**config.mk**
```make
export PLATFORM = sky130hd
export DESIGN_NAME = uart_irq_port
export DESIGN_NICKNAME = d
export VERILOG_FILES = /design/src/rtl/uart_irq_pkg.sv /design/src/rtl/tx_ctl_if.sv /design/src/rtl/tx_hold_ctl.sv /design/src/rtl/pin_sync.sv /design/src/rtl/uart_irq_port.sv
export SDC_FILE = /design/constraint.sdc
export NUM_CORES = 1
export LEC_CHECK = 0
export CORE_MARGIN = 1
export CORE_UTILIZATION = 41
export CTS_BUF_LIST = sky130_fd_sc_hd__clkbuf_8
export CTS_CLUSTER_DIAMETER = 120
export DETAILED_ROUTE_END_ITERATION = 8
export DONT_BUFFER_PORTS = 1
export GPL_ROUTABILITY_DRIVEN = 0
export SLEW_MARGIN = 20
export SYNTH_ARGS = -nofsm -noshare
export SYNTH_HDL_FRONTEND = slang
export SYNTH_SLANG_ARGS = --single-unit
```
**constraint.sdc**
```tcl
create_clock -name SYS_CLK_IN -period 2.2 [get_ports SYS_CLK_IN]
set_input_delay 0.33 -clock SYS_CLK_IN [delete_from_list [all_inputs] [get_ports SYS_CLK_IN]]
set_output_delay 0.33 -clock SYS_CLK_IN [all_outputs]
set_load 0.01 [all_outputs]
```
**src/rtl/uart_irq_pkg.sv**
```systemverilog
/*
 Constants, register indices and helpers for the serial interrupt and
 parallel port block. Assumes an AHB-Lite slave with word registers.
*/
package uart_irq_pkg;
    // Register indices; byte address is four times the index
    localparam logic [11:0] IDX_MODULE_CFG = 12'h700;
    localparam logic [11:0] IDX_COMMAND = 12'h702;
    localparam logic [11:0] IDX_CHANGE = 12'h704;
    localparam logic [11:0] IDX_FLAGS = 12'h715;
    localparam logic [11:0] IDX_PORT_VIEW = 12'h71D;
    localparam logic [11:0] IDX_BIT_SET = 12'h71E;
    localparam logic [11:0] IDX_BIT_RESET = 12'h71F;
    // Flag and enable bit positions
    localparam int FLG_TX_A = 0;
    localparam int FLG_RX_A = 1;
    localparam int FLG_BRK_A = 2;
    localparam int FLG_CLK = 3;
    localparam int FLG_TX_B = 4;
    localparam int FLG_RX_B = 5;
    localparam int FLG_BRK_B = 6;
    localparam int FLG_CTS = 7;
    localparam logic [7:0] MASK_WRITABLE = 8'hF7;
    // Command register bits and the configuration stop bit
    localparam int CMD_BRK_CLR_A = 0;
    localparam int CMD_BRK_CLR_B = 1;
    localparam int CMD_TX_EN_A = 2;
    localparam int CMD_TX_DIS_A = 3;
    localparam int CMD_TX_EN_B = 4;
    localparam int CMD_TX_DIS_B = 5;
    localparam int CFG_STOP_BIT = 7;
    // Pin bit positions
    localparam int PIN_TX_RDY = 6;
    localparam int PIN_RX_RDY = 4;
    localparam int PIN_REQ_B = 1;
    localparam int PIN_REQ_A = 0;
    // Reset values, full FIFO count and OKAY response
    localparam logic [7:0] MASK_RST = 8'h00;
    localparam logic [7:0] PIN_FN_RST = 8'h00;
    localparam logic [7:0] PORT_RST = 8'h00;
    localparam logic [7:0] CFG_RST = 8'h00;
    localparam logic [1:0] FIFO_FULL_COUNT = 2'h3;
    localparam logic HRESP_OKAY = 1'b0;

    // Word index of a byte address
    function automatic logic [11:0] word_index(input logic [31:0] addr);
        return addr[13:2];
    endfunction : word_index
endpackage : uart_irq_pkg

```
**src/rtl/tx_ctl_if.sv**
```systemverilog
/*
 Command and status bundle between the register block and one
 transmitter holding tracker. Assumes one shared clock.
*/
`timescale 1ns/1ns
`default_nettype none
interface tx_ctl_if;
    logic enable_cmd;
    logic disable_cmd;
    logic hold_write;
    logic shift_take;
    logic ready;
    logic hold_valid;
    modport ctl (output enable_cmd, disable_cmd, hold_write, shift_take,
                 input ready, hold_valid);
    modport hold (input enable_cmd, disable_cmd, hold_write, shift_take,
                  output ready, hold_valid);
endinterface : tx_ctl_if
`default_nettype wire

```
**src/rtl/tx_hold_ctl.sv**
```systemverilog
/*
 Transmitter holding register tracker for one channel: ready flag and
 valid character towards the shifter. Assumes single-cycle pulses.
*/
`timescale 1ns/1ns
`default_nettype none
module tx_hold_ctl
    import uart_irq_pkg::*;
(
    input wire logic clk_in,
    input wire logic arst_n_in,
    tx_ctl_if.hold bus
);
    typedef struct packed {
        logic enabled;
        logic ready;
        logic valid;
    } hold_state_t;
    hold_state_t st_reg, st_next;

    // Disable wins; a write while disabled is dropped
    always_comb begin
        st_next = st_reg;
        if (bus.disable_cmd) begin
            st_next = '0;
        end else if (bus.enable_cmd && !st_reg.enabled) begin
            st_next.enabled = 1'b1;
            st_next.ready = 1'b1;
        end else if (st_reg.enabled) begin
            if (bus.hold_write && st_reg.ready) begin
                st_next.ready = 1'b0;
                st_next.valid = 1'b1;
            end else if (bus.shift_take && st_reg.valid) begin
                st_next.valid = 1'b0;
                st_next.ready = 1'b1;
            end
        end
    end

    always_ff @(posedge clk_in or negedge arst_n_in) begin
        if (!arst_n_in) begin
            st_reg <= '0;
        end else begin
            st_reg <= st_next;
        end
    end

    assign bus.ready = st_reg.ready;
    assign bus.hold_valid = st_reg.valid;
endmodule : tx_hold_ctl
`default_nettype wire

```
**src/rtl/pin_sync.sv**
```systemverilog
/*
 Three-stage synchroniser for asynchronous level inputs; the value
 moves on only when stages two and three agree. Assumes no clock on pins.
*/
`timescale 1ns/1ns
`default_nettype none
module pin_sync (
    input wire logic clk_in,
    input wire logic arst_n_in,
    input wire logic [2:0] pins_in,
    output logic [2:0] level_out
);
    typedef struct packed {
        logic [2:0] s1;
        logic [2:0] s2;
        logic [2:0] s3;
        logic [2:0] level;
    } sync_state_t;
    sync_state_t st_reg, st_next;

    // Stage one feeds stage two only
    always_comb begin
        st_next = st_reg;
        st_next.s1 = pins_in;
        st_next.s2 = st_reg.s1;
        st_next.s3 = st_reg.s2;
        for (int i = 0; i < 3; i++) begin
            if (st_reg.s2[i] == st_reg.s3[i]) begin
                st_next.level[i] = st_reg.s3[i];
            end
        end
    end

    // Clear-to-send pins idle high (negated), clock-stable pin low (not stable yet)
    always_ff @(posedge clk_in or negedge arst_n_in) begin
        if (!arst_n_in) begin
            st_reg <= {4{3'b011}};
        end else begin
            st_reg <= st_next;
        end
    end

    assign level_out = st_reg.level;
endmodule : pin_sync
`default_nettype wire

```
**src/rtl/uart_irq_port.sv**
```systemverilog
/*
 Interrupt flags, enable mask, clear-to-send input view and output pins
 of a two-channel serial module, as an AHB-Lite slave.
 Assumes transmitter, receiver and baud logic outside on the same clock;
 pins from outside pass a three-stage synchroniser.
*/
`timescale 1ns/1ns
`default_nettype none
module uart_irq_port
    import uart_irq_pkg::*;
(
    input wire logic SYS_CLK_IN,
    input wire logic ARST_N_IN,
    input wire logic HSEL_IN,
    input wire logic [31:0] HADDR_IN,
    input wire logic [1:0] HTRANS_IN,
    input wire logic HWRITE_IN,
    input wire logic [2:0] HSIZE_IN,
    input wire logic [31:0] HWDATA_IN,
    input wire logic HREADY_IN,
    output logic [31:0] HRDATA_OUT,
    output logic HREADYOUT_OUT,
    output logic HRESP_OUT,
    input wire logic CLEAR_TO_SEND_A_N_IN,
    input wire logic CLEAR_TO_SEND_B_N_IN,
    input wire logic CLOCK_STABLE_IN,
    input wire logic [1:0] RX_FIFO_COUNT_A_IN,
    input wire logic [1:0] RX_FIFO_COUNT_B_IN,
    input wire logic RX_FULL_MODE_A_IN,
    input wire logic RX_FULL_MODE_B_IN,
    input wire logic BREAK_EDGE_A_IN,
    input wire logic BREAK_EDGE_B_IN,
    input wire logic TX_HOLD_WRITE_A_IN,
    input wire logic TX_HOLD_WRITE_B_IN,
    input wire logic TX_SHIFT_TAKE_A_IN,
    input wire logic TX_SHIFT_TAKE_B_IN,
    input wire logic REQ_SEND_ACTIVE_A_IN,
    input wire logic REQ_SEND_ACTIVE_B_IN,
    output logic TX_HOLD_VALID_A_OUT,
    output logic TX_HOLD_VALID_B_OUT,
    output logic IRQ_N_OUT,
    output logic TX_READY_PIN_A_N_OUT,
    output logic RX_READY_PIN_A_N_OUT,
    output logic REQUEST_TO_SEND_A_N_OUT,
    output logic REQUEST_TO_SEND_B_N_OUT
);
    typedef struct packed {
        logic wr_pend;
        logic [11:0] wr_idx;
        logic [31:0] rdata;
        logic [7:0] mask;
        logic [7:0] pin_fn;
        logic [7:0] port;
        logic [7:0] cfg;
        logic brk_a;
        logic brk_b;
        logic rx_a;
        logic rx_b;
        logic clk_flag;
        logic cts_flag;
        logic [1:0] cts_chg;
        logic [1:0] cts_prev;
        logic irq_n;
        logic [3:0] pins_n;
        logic [1:0] hold_valid;
    } top_state_t;
    top_state_t st_reg, st_next;

    logic [2:0] sync_level;
    logic [1:0] cts_now;
    logic clk_stable;
    logic [7:0] flags;
    logic addr_ok;
    logic [11:0] addr_idx;
    logic wr_now;
    logic stop;
    logic [7:0] wbyte;

    tx_ctl_if tx_a ();
    tx_ctl_if tx_b ();

    pin_sync u_sync (
        .clk_in(SYS_CLK_IN),
        .arst_n_in(ARST_N_IN),
        .pins_in({CLOCK_STABLE_IN, CLEAR_TO_SEND_B_N_IN,
                  CLEAR_TO_SEND_A_N_IN}),
        .level_out(sync_level)
    );

    tx_hold_ctl u_tx_a (
        .clk_in(SYS_CLK_IN),
        .arst_n_in(ARST_N_IN),
        .bus(tx_a.hold)
    );

    tx_hold_ctl u_tx_b (
        .clk_in(SYS_CLK_IN),
        .arst_n_in(ARST_N_IN),
        .bus(tx_b.hold)
    );

    // Pin level high means negated, which reads as one
    assign cts_now = sync_level[1:0];
    assign clk_stable = sync_level[2];
    assign stop = st_reg.cfg[CFG_STOP_BIT];
    assign addr_ok = HSEL_IN && HTRANS_IN[1] && HREADY_IN;
    assign addr_idx = word_index(HADDR_IN);
    assign wr_now = st_reg.wr_pend;
    assign wbyte = HWDATA_IN[7:0];

    // True flag view; the mask never filters it
    always_comb begin
        flags = 8'h00;
        flags[FLG_TX_A] = tx_a.ready;
        flags[FLG_RX_A] = st_reg.rx_a;
        flags[FLG_BRK_A] = st_reg.brk_a;
        flags[FLG_CLK] = st_reg.clk_flag;
        flags[FLG_TX_B] = tx_b.ready;
        flags[FLG_RX_B] = st_reg.rx_b;
        flags[FLG_BRK_B] = st_reg.brk_b;
        flags[FLG_CTS] = st_reg.cts_flag;
    end

    // Transmitter commands come from the command register
    always_comb begin
        tx_a.enable_cmd = 1'b0;
        tx_a.disable_cmd = 1'b0;
        tx_b.enable_cmd = 1'b0;
        tx_b.disable_cmd = 1'b0;
        if (wr_now && st_reg.wr_idx == IDX_COMMAND && !stop) begin
            tx_a.enable_cmd = wbyte[CMD_TX_EN_A];
            tx_a.disable_cmd = wbyte[CMD_TX_DIS_A];
            tx_b.enable_cmd = wbyte[CMD_TX_EN_B];
            tx_b.disable_cmd = wbyte[CMD_TX_DIS_B];
        end
        tx_a.hold_write = TX_HOLD_WRITE_A_IN;
        tx_a.shift_take = TX_SHIFT_TAKE_A_IN;
        tx_b.hold_write = TX_HOLD_WRITE_B_IN;
        tx_b.shift_take = TX_SHIFT_TAKE_B_IN;
    end

    // Bus, flags and pins; zero wait states, read effects at address phase
    always_comb begin
        logic brk_clr_a;
        logic brk_clr_b;
        logic [1:0] cts_edge;
        logic chg_read;
        logic [7:0] rd;
        brk_clr_a = 1'b0;
        brk_clr_b = 1'b0;
        cts_edge = cts_now ^ st_reg.cts_prev;
        chg_read = 1'b0;
        rd = 8'h00;
        st_next = st_reg;
        st_next.wr_pend = addr_ok && HWRITE_IN;
        st_next.wr_idx = addr_idx;
        st_next.cts_prev = cts_now;

        // Data phase of a write
        if (wr_now) begin
            unique case (st_reg.wr_idx)
                IDX_MODULE_CFG: begin
                    st_next.cfg = wbyte;
                end
                IDX_COMMAND: begin
                    brk_clr_a = wbyte[CMD_BRK_CLR_A] && !stop;
                    brk_clr_b = wbyte[CMD_BRK_CLR_B] && !stop;
                end
                IDX_FLAGS: begin
                    if (!stop) begin
                        st_next.mask = wbyte & MASK_WRITABLE;
                    end
                end
                IDX_PORT_VIEW: begin
                    if (!stop) begin
                        st_next.pin_fn = wbyte;
                    end
                end
                IDX_BIT_SET: begin
                    if (!stop) begin
                        st_next.port = st_reg.port | wbyte;
                    end
                end
                IDX_BIT_RESET: begin
                    if (!stop) begin
                        st_next.port = st_reg.port & ~wbyte;
                    end
                end
                default: begin
                end
            endcase
        end

        // Read data registered for the data phase
        if (addr_ok && !HWRITE_IN) begin
            unique case (addr_idx)
                IDX_MODULE_CFG: begin
                    rd = st_reg.cfg;
                end
                IDX_CHANGE: begin
                    if (!stop) begin
                        rd = {2'b00, st_reg.cts_chg, 2'b00, cts_now};
                        chg_read = 1'b1;
                    end
                end
                IDX_FLAGS: begin
                    if (!stop) begin
                        rd = flags;
                    end
                end
                IDX_PORT_VIEW: begin
                    if (!stop) begin
                        rd = {6'h00, cts_now};
                    end
                end
                IDX_BIT_SET: begin
                    rd = st_reg.port;
                end
                default: begin
                    rd = 8'h00;
                end
            endcase
        end
        st_next.rdata = {24'h000000, rd};

        // Break flags: an edge beats a same-cycle clear
        if (brk_clr_a) begin
            st_next.brk_a = 1'b0;
        end
        if (BREAK_EDGE_A_IN) begin
            st_next.brk_a = 1'b1;
        end
        if (brk_clr_b) begin
            st_next.brk_b = 1'b0;
        end
        if (BREAK_EDGE_B_IN) begin
            st_next.brk_b = 1'b1;
        end

        // Receiver flag follows FIFO fill in either mode
        st_next.rx_a = RX_FULL_MODE_A_IN
                       ? (RX_FIFO_COUNT_A_IN == FIFO_FULL_COUNT)
                       : (RX_FIFO_COUNT_A_IN != 2'h0);
        st_next.rx_b = RX_FULL_MODE_B_IN
                       ? (RX_FIFO_COUNT_B_IN == FIFO_FULL_COUNT)
                       : (RX_FIFO_COUNT_B_IN != 2'h0);

        // Once the baud clock is stable the flag stays clear
        if (clk_stable) begin
            st_next.clk_flag = 1'b0;
        end

        // Change flags: a new edge beats the read clear
        if (chg_read) begin
            st_next.cts_chg = 2'b00;
            st_next.cts_flag = 1'b0;
        end
        if (|cts_edge) begin
            st_next.cts_chg = st_next.cts_chg | cts_edge;
            st_next.cts_flag = 1'b1;
        end

        // Clock flag excluded from the request
        st_next.irq_n = ~|(flags & st_reg.mask & MASK_WRITABLE);

        // Only pins 6, 4, 1 and 0 exist; other bits reach nothing
        st_next.pins_n[3] = st_reg.pin_fn[PIN_TX_RDY] ? ~tx_a.ready
                            : ~st_reg.port[PIN_TX_RDY];
        st_next.pins_n[2] = st_reg.pin_fn[PIN_RX_RDY] ? ~st_reg.rx_a
                            : ~st_reg.port[PIN_RX_RDY];
        st_next.pins_n[1] = st_reg.pin_fn[PIN_REQ_B] ? ~REQ_SEND_ACTIVE_B_IN
                            : ~st_reg.port[PIN_REQ_B];
        st_next.pins_n[0] = st_reg.pin_fn[PIN_REQ_A] ? ~REQ_SEND_ACTIVE_A_IN
                            : ~st_reg.port[PIN_REQ_A];
        st_next.hold_valid = {tx_b.hold_valid, tx_a.hold_valid};
    end

    // Mask cleared by reset so nothing requests until enabled
    always_ff @(posedge SYS_CLK_IN or negedge ARST_N_IN) begin
        if (!ARST_N_IN) begin
            st_reg <= '0;
            st_reg.mask <= MASK_RST;
            st_reg.pin_fn <= PIN_FN_RST;
            st_reg.port <= PORT_RST;
            st_reg.cfg <= CFG_RST;
            st_reg.clk_flag <= 1'b1;
            st_reg.cts_prev <= 2'b11;
            st_reg.irq_n <= 1'b1;
            st_reg.pins_n <= 4'hF;
        end else begin
            st_reg <= st_next;
        end
    end

    // All outputs straight from the state register, except HREADYOUT_OUT and HRESP_OUT, which are constants
    assign HRDATA_OUT = st_reg.rdata;
    assign HREADYOUT_OUT = 1'b1;
    assign HRESP_OUT = HRESP_OKAY;
    assign IRQ_N_OUT = st_reg.irq_n;
    assign TX_READY_PIN_A_N_OUT = st_reg.pins_n[3];
    assign RX_READY_PIN_A_N_OUT = st_reg.pins_n[2];
    assign REQUEST_TO_SEND_B_N_OUT = st_reg.pins_n[1];
    assign REQUEST_TO_SEND_A_N_OUT = st_reg.pins_n[0];
    assign TX_HOLD_VALID_A_OUT = st_reg.hold_valid[0];
    assign TX_HOLD_VALID_B_OUT = st_reg.hold_valid[1];
endmodule : uart_irq_port
`default_nettype wire

```
==> results.yml, run 1 <==
drt:
  drcViolationCount: 0
  vias_per_cell: 5.39
  wl_per_cell_um: 17.2
  antenna_left: 0
  first_iter_violations: 96
  detail_route.first_pass.iterations: 5
  routed_wl_um: 7120
  vias: 2227
worst_setup_path:
  worst-r2r-setup-slack_ns: 0.01
  reg2reg_from: "st_reg[86]$_DFF_PN0_"
  path_class: "reg2reg"
  worstPathArrival_ns: 2.41
  rr_endpoint: "st_reg[41]$_DFFE_PN0P_"
  r2r_cells: 6
  crit_path_end_kind: "register"
  worstPathMaxFanout: 7
  cp.required_ns: 2.43
  cp-start-kind: "register"
sta:
  fin_crit_ns: 2.19
  slew_headroom_pct: 44.0
  grt_setup_unrepaired: "yes"
  worst_pin_slew_ns: 0.840
  finalCritPeriodShare_pct: 99.5
  hold_violations: 83
  setup_ws_ns: 0.0117
  slew_viol_final: 0
  whs_ns: -0.328
  timing.clock.skew_ns: 0.00930
  finalSetupViolCount: 0
  max_freq_ghz: 0.457
grt:
  grt.overflow.total: 0
  grt_pass1_wl_um: 10800
  grtUsageTotal_pct: 16.7
  grt_pass1_vias: 2118
  antenna_found_initial: 0
  grt_start_max_net_pins: 84
finish:
  diodes: 0
  final_cell_mix: "dfrtp_1 (67), mux2_2 (27), conb_1 (26)"
  largest_reg_flops: 35
  syn_to_final_growth_pct: 12.1
  final_common_cell: "dfrtp_1"
  drive_above_1_share_pct: 24.0
  num-fill-cells: 757
  fin_nets: 394
synthesis:
  synthXorXnorAreaFrac_pct: 0.497
  netlist-cell-type-count: 45
  ys_warn_count: 0
  muxShareOfSynthArea_pct: 9.77
  synthSimpleGateAreaFrac_pct: 12.9
  synth_area_leaders: "dfrtp_1 (48%), dfstp_2 (12%), mux2_2 (8.6%)"
  yosys.area.top_type: "dfrtp_1"
  postSynthCellCount: 281
  async_flop_share_pct: 100
  synth_top_area_share_pct: 47.6
  syn-mean-instance-area_um2: 12.5
  yosysSeqAreaShare_pct: 59.5
  synth_fa_ha_area_share_pct: 1.42
  synth.cell_area_um2: 3520
  ys.flop_type: "dfrtp_1"
  ys_ff_latch: 83
  synth_top_family_by_area: "simple AND/OR/NAND/NOR gates"
  synth_edf_count: 0
  synth_compound_area_share_pct: 7.07
floorplanning:
  core_um2: 8260
  start_util_pct: 42.7
  rows: 33
  die_area_um2: 8970
  ioPinCount: 132
  die_w_um: 94.7
  die_y_um: 94.7
run:
  drv_cap: 0
power:
  p_total_mw: 3.01
  vdd_drop_max_uv: 378
  pwr-share-clk_pct: 43.6
  leakagePower_nw: 1.71
  seq_power_share_pct: 53.3
  switching_share_pct: 20.3
  p_comb_share_pct: 3.1
  power.internal_mw: 2.40
  p_sw_mw: 0.609
  pwr_density_cell_nw_per_um2: 762
place:
  dp_hpwl_um: 4850
  port_buffers: 0
  post-place-ws_ns: -0.0320
clock_network:
  h-tree-depth: 3
  cts_buffers: 9
  clock_path_buffers: 2
  post_cts.repair.setup_buffers: 0
  cts_tree: "done"
  worstSkewPairLatency_ns: 0.35
  clkSinkCount: 83
  path_clk_slew_ns: 0.08
  cts-root-buf: "clkbuf_8"
status:
  status: "complete, but fails checks"
  violations: "negative hold slack"
hold_path:
  min_path_type: "in2async"
[power groups by stage]
stage	sequential, mW	combinational [mW]	clock [mW]
2_1_floorplan	1.63	0.0974	0
3_3_place_gp	1.63	0.0687	0
3_5_place_dp	1.63	0.0704	0
4_1_cts	1.60	0.0851	1.34
5_1_grt	1.61	0.106	1.41
6_report	1.60	0.0935	1.31
[worst max-delay path by stage]
stage / from / to
3_3_place_gp: st_reg[86]$_DFF_PN0_ / st_reg[39]$_DFFE_PN0P_
2_1_floorplan: st_reg[86]$_DFF_PN0_ / st_reg[33]$_DFFE_PN0P_
3_5_place_dp: st_reg[86]$_DFF_PN0_ / st_reg[34]$_DFFE_PN0P_
5_1_grt: st_reg[86]$_DFF_PN0_ / st_reg[41]$_DFFE_PN0P_
4_1_cts: st_reg[86]$_DFF_PN0_ / st_reg[41]$_DFFE_PN0P_
6_report: st_reg[86]$_DFF_PN0_ / st_reg[41]$_DFFE_PN0P_
[worst max-delay path: stages, from the launching register on]
cell,delay (ns)
dfrtp_1,0.37
or4b_4,0.54
or3_4,0.35
buf_6,0.13
nor4_4,0.17
buf_6,0.18
mux2_2,0.33
[routing by layer]
metal  track usage (%)  vias to the layer above  wire length (µm)
met5                 0                        -                 0
met4              6.57                        0               130
met3              5.88                       13               553
met2              26.0                       87              3400
met1              21.2                     1131              3040
li1                  -                      996                 -
[cells by family after synthesis]
kind of cell             after synthesis
AO/OA/AOI/OAI                         34
XOR/XNOR                               2
buffers and inverters                 46
other                                  2
adder cells (fa/ha/maj)                5
multiplexers                          31
AND/OR/NAND/NOR                       78
flip-flops                            83
[synth_stat cells, drive strengths merged, types with 2 or more instances]
cell type and n:
nand2b 2, clkbuf 3, a32oi 3, dfstp 16
inv 8, nor3b 4, nor2 16, or3 4
maj3 5, nand2 16, buf 35, a222oi 5
nor3 4, conb 2, mux2 27, a21oi 5
nand3 7, nand4 2, dfrtp 67, xor2 2
nor4 6, mux2i 4, and2 2, a21o 4
a22oi 4, a31oi 7, nand4b 3, o21ai 2
or4 2, and3 3
[through the flow]
stage	instances	utilization, %	setup TNS, ns	hold slack (ns)	instance area [µm²]
4_1_cts	408	47.2	0	-0.344	3900
2_1_floorplan	305	-	0	0.0344	3610
3_3_place_gp	382	43.0	-0.0284	0.0367	3550
6_report	413	47.8	0	-0.328	3950
3_5_place_dp	382	43.0	-0.165	0.0365	3550
5_1_grt	413	47.8	-0.348	-0.362	3950
[final cells by class]
class,instances,area [µm²],share of cell area [%]
multi-input cells,176,1220,30.8
repair buffers,25,233,5.89
flip-flops and latches,83,2100,53.1
clock inverters,6,104,2.63
well taps,105,131,3.33
clock buffers,10,138,3.48
inverters,8,30.0,0.760
[repair_timing]
item / in CTS / in global routing
gates resized for setup: 3 / 0
setup endpoints to repair: 11 / 7
hold buffers: 10 / 5
hold endpoints to repair: 93 / 88
Power figures use the tool's default switching activity.
==> run 2, diff against run 1 <==
Clock period 2.2 ns to 2.4 ns, I/O delays scaled along.
==> results.yml, run 2 (synthesis gave the netlist of run 1 again) <==
status:
  status: "finished clean"
worst_setup_path:
  cp.required_ns: 2.64
  worstPathArrival_ns: 2.51
  reg2reg_from: "st_reg[86]$_DFF_PN0_"
  path_class: "reg2reg"
  crit_path_end_kind: "register"
  critPathLaunch: "st_reg[86]$_DFF_PN0_"
  worstPathMaxFanout: 4
  cp-start-kind: "register"
place:
  post-place-ws_ns: 0.115
  port_buffers: 0
  dp_hpwl_um: 4860
finish:
  largest_reg_flops: 35
  num-fill-cells: 758
  drive_above_1_share_pct: 24.4
  syn_to_final_growth_pct: 7.28
  final_common_cell: "dfrtp_1"
  final_cell_mix: "dfrtp_1 (67), mux2_2 (27), conb_1 (26)"
  fin_nets: 381
  diodes: 0
sta:
  fin_crit_ns: 2.26
  setup_ws_ns: 0.139
  grt_setup_unrepaired: "no"
  finalSetupViolCount: 0
  max_freq_ghz: 0.442
  worst_pin_slew_ns: 0.796
  slew_headroom_pct: 46.9
  slew_viol_final: 0
  timing.clock.skew_ns: 0.00543
  finalCritPeriodShare_pct: 94.2
  hold_violations: 0
  whs_ns: 0.0268
  finalSetupTns_ns: 0
grt:
  grt_pass1_vias: 2122
  grt_start_max_net_pins: 84
  grt_pass1_wl_um: 10900
  antenna_found_initial: 0
  grt.overflow.total: 0
  grtUsageTotal_pct: 16.7
drt:
  antenna_left: 0
  vias: 2128
  detail_route.first_pass.iterations: 4
  routed_wl_um: 6950
  first_iter_violations: 126
  wl_per_cell_um: 17.4
  vias_per_cell: 5.32
  drcViolationCount: 0
hold_path:
  min_path_type: "in2reg"
  hp-start: "HADDR_IN[13]"
floorplanning:
  ioPinCount: 132
  die_y_um: 94.7
  start_util_pct: 42.7
  die_w_um: 94.7
  rows: 33
  die_area_um2: 8970
  core_um2: 8260
power:
  leakagePower_nw: 1.62
  p_total_mw: 2.51
  pwr_density_cell_nw_per_um2: 663
  vdd_drop_max_uv: 231
clock_network:
  cts_tree: "done"
  path_clk_slew_ns: 0.08
  cts-root-buf: "clkbuf_8"
  worstSkewPairLatency_ns: 0.35
  cts-resized-gates: 0
  clkSinkCount: 83
  h-tree-depth: 3
  clock_path_buffers: 2
  cts_buffers: 9
run:
  drv_cap: 0
## run 2: final cells by class
| cell class | instances | area [µm²] | area share [%] |
|---|---|---|---|
| clock inverter | 6 | 48.8 | 1.29 |
| clock buffer | 10 | 138 | 3.64 |
| sequential | 83 | 2100 | 55.5 |
| inverter | 8 | 30.0 | 0.795 |
| timing repair buffer | 12 | 120 | 3.18 |
| tap | 105 | 131 | 3.48 |
| multi-input combinational | 176 | 1210 | 32.1 |
## run 2: final timing paths
kind                                                     end  slack (ns)  cells after the start
setup / recovery                      st_reg[33]$_DFFE_PN0P_        0.14                      4
hold / removal                          st_reg[92]$_DFF_PN0_        0.03                      0
setup reg to reg                      st_reg[33]$_DFFE_PN0P_        0.14                      4
hold reg to reg                  u_sync.st_next[5]$_DFF_PN0_        0.36                      0
max in group asynchronous  REQUEST_TO_SEND_A_N_OUT$_DFF_PN1_        1.48                      2
min in group asynchronous            HRDATA_OUT[0]$_DFF_PN0_        0.55                      2
## run 2: worst max-delay path, cell delays in order (launching register included)
cell and delay (ns):
dfrtp_1 0.37, or4b_4 0.57, or3_4 0.36, or4_1 0.54, mux2_2 0.31
## run 2: what timing repair did
| item | 4_1_cts | 5_1_grt |
|---|---|---|
| buffers inserted | 0 | 0 |
| setup endpoints to repair | 0 | 0 |
| hold endpoints to repair | 85 | 1 |
| hold buffers | 4 | 1 |
## run 2: stage by stage
stage | cell area (µm²) | instances | utilization (%)
finish | 3780 | 400 | 45.8
global route | 3780 | 400 | 45.8
CTS | 3770 | 399 | 45.6
detailed placement | 3520 | 379 | 42.7
global placement | 3520 | 379 | 42.7
floorplan | 3610 | 305 | -
## run 2: power by group
part           internal (mW)  switching (mW)
registers               1.45          0.0254
clock network          0.412           0.524
logic                 0.0330          0.0671
## run 2: per-layer routing
layer | up-vias | routed length (µm) | track usage, %
met5 | - | 0 | 0
met4 | 0 | 151 | 7.07
met3 | 15 | 549 | 5.15
met2 | 90 | 3240 | 25.8
met1 | 1055 | 3010 | 21.7
li1 | 968 | - | -
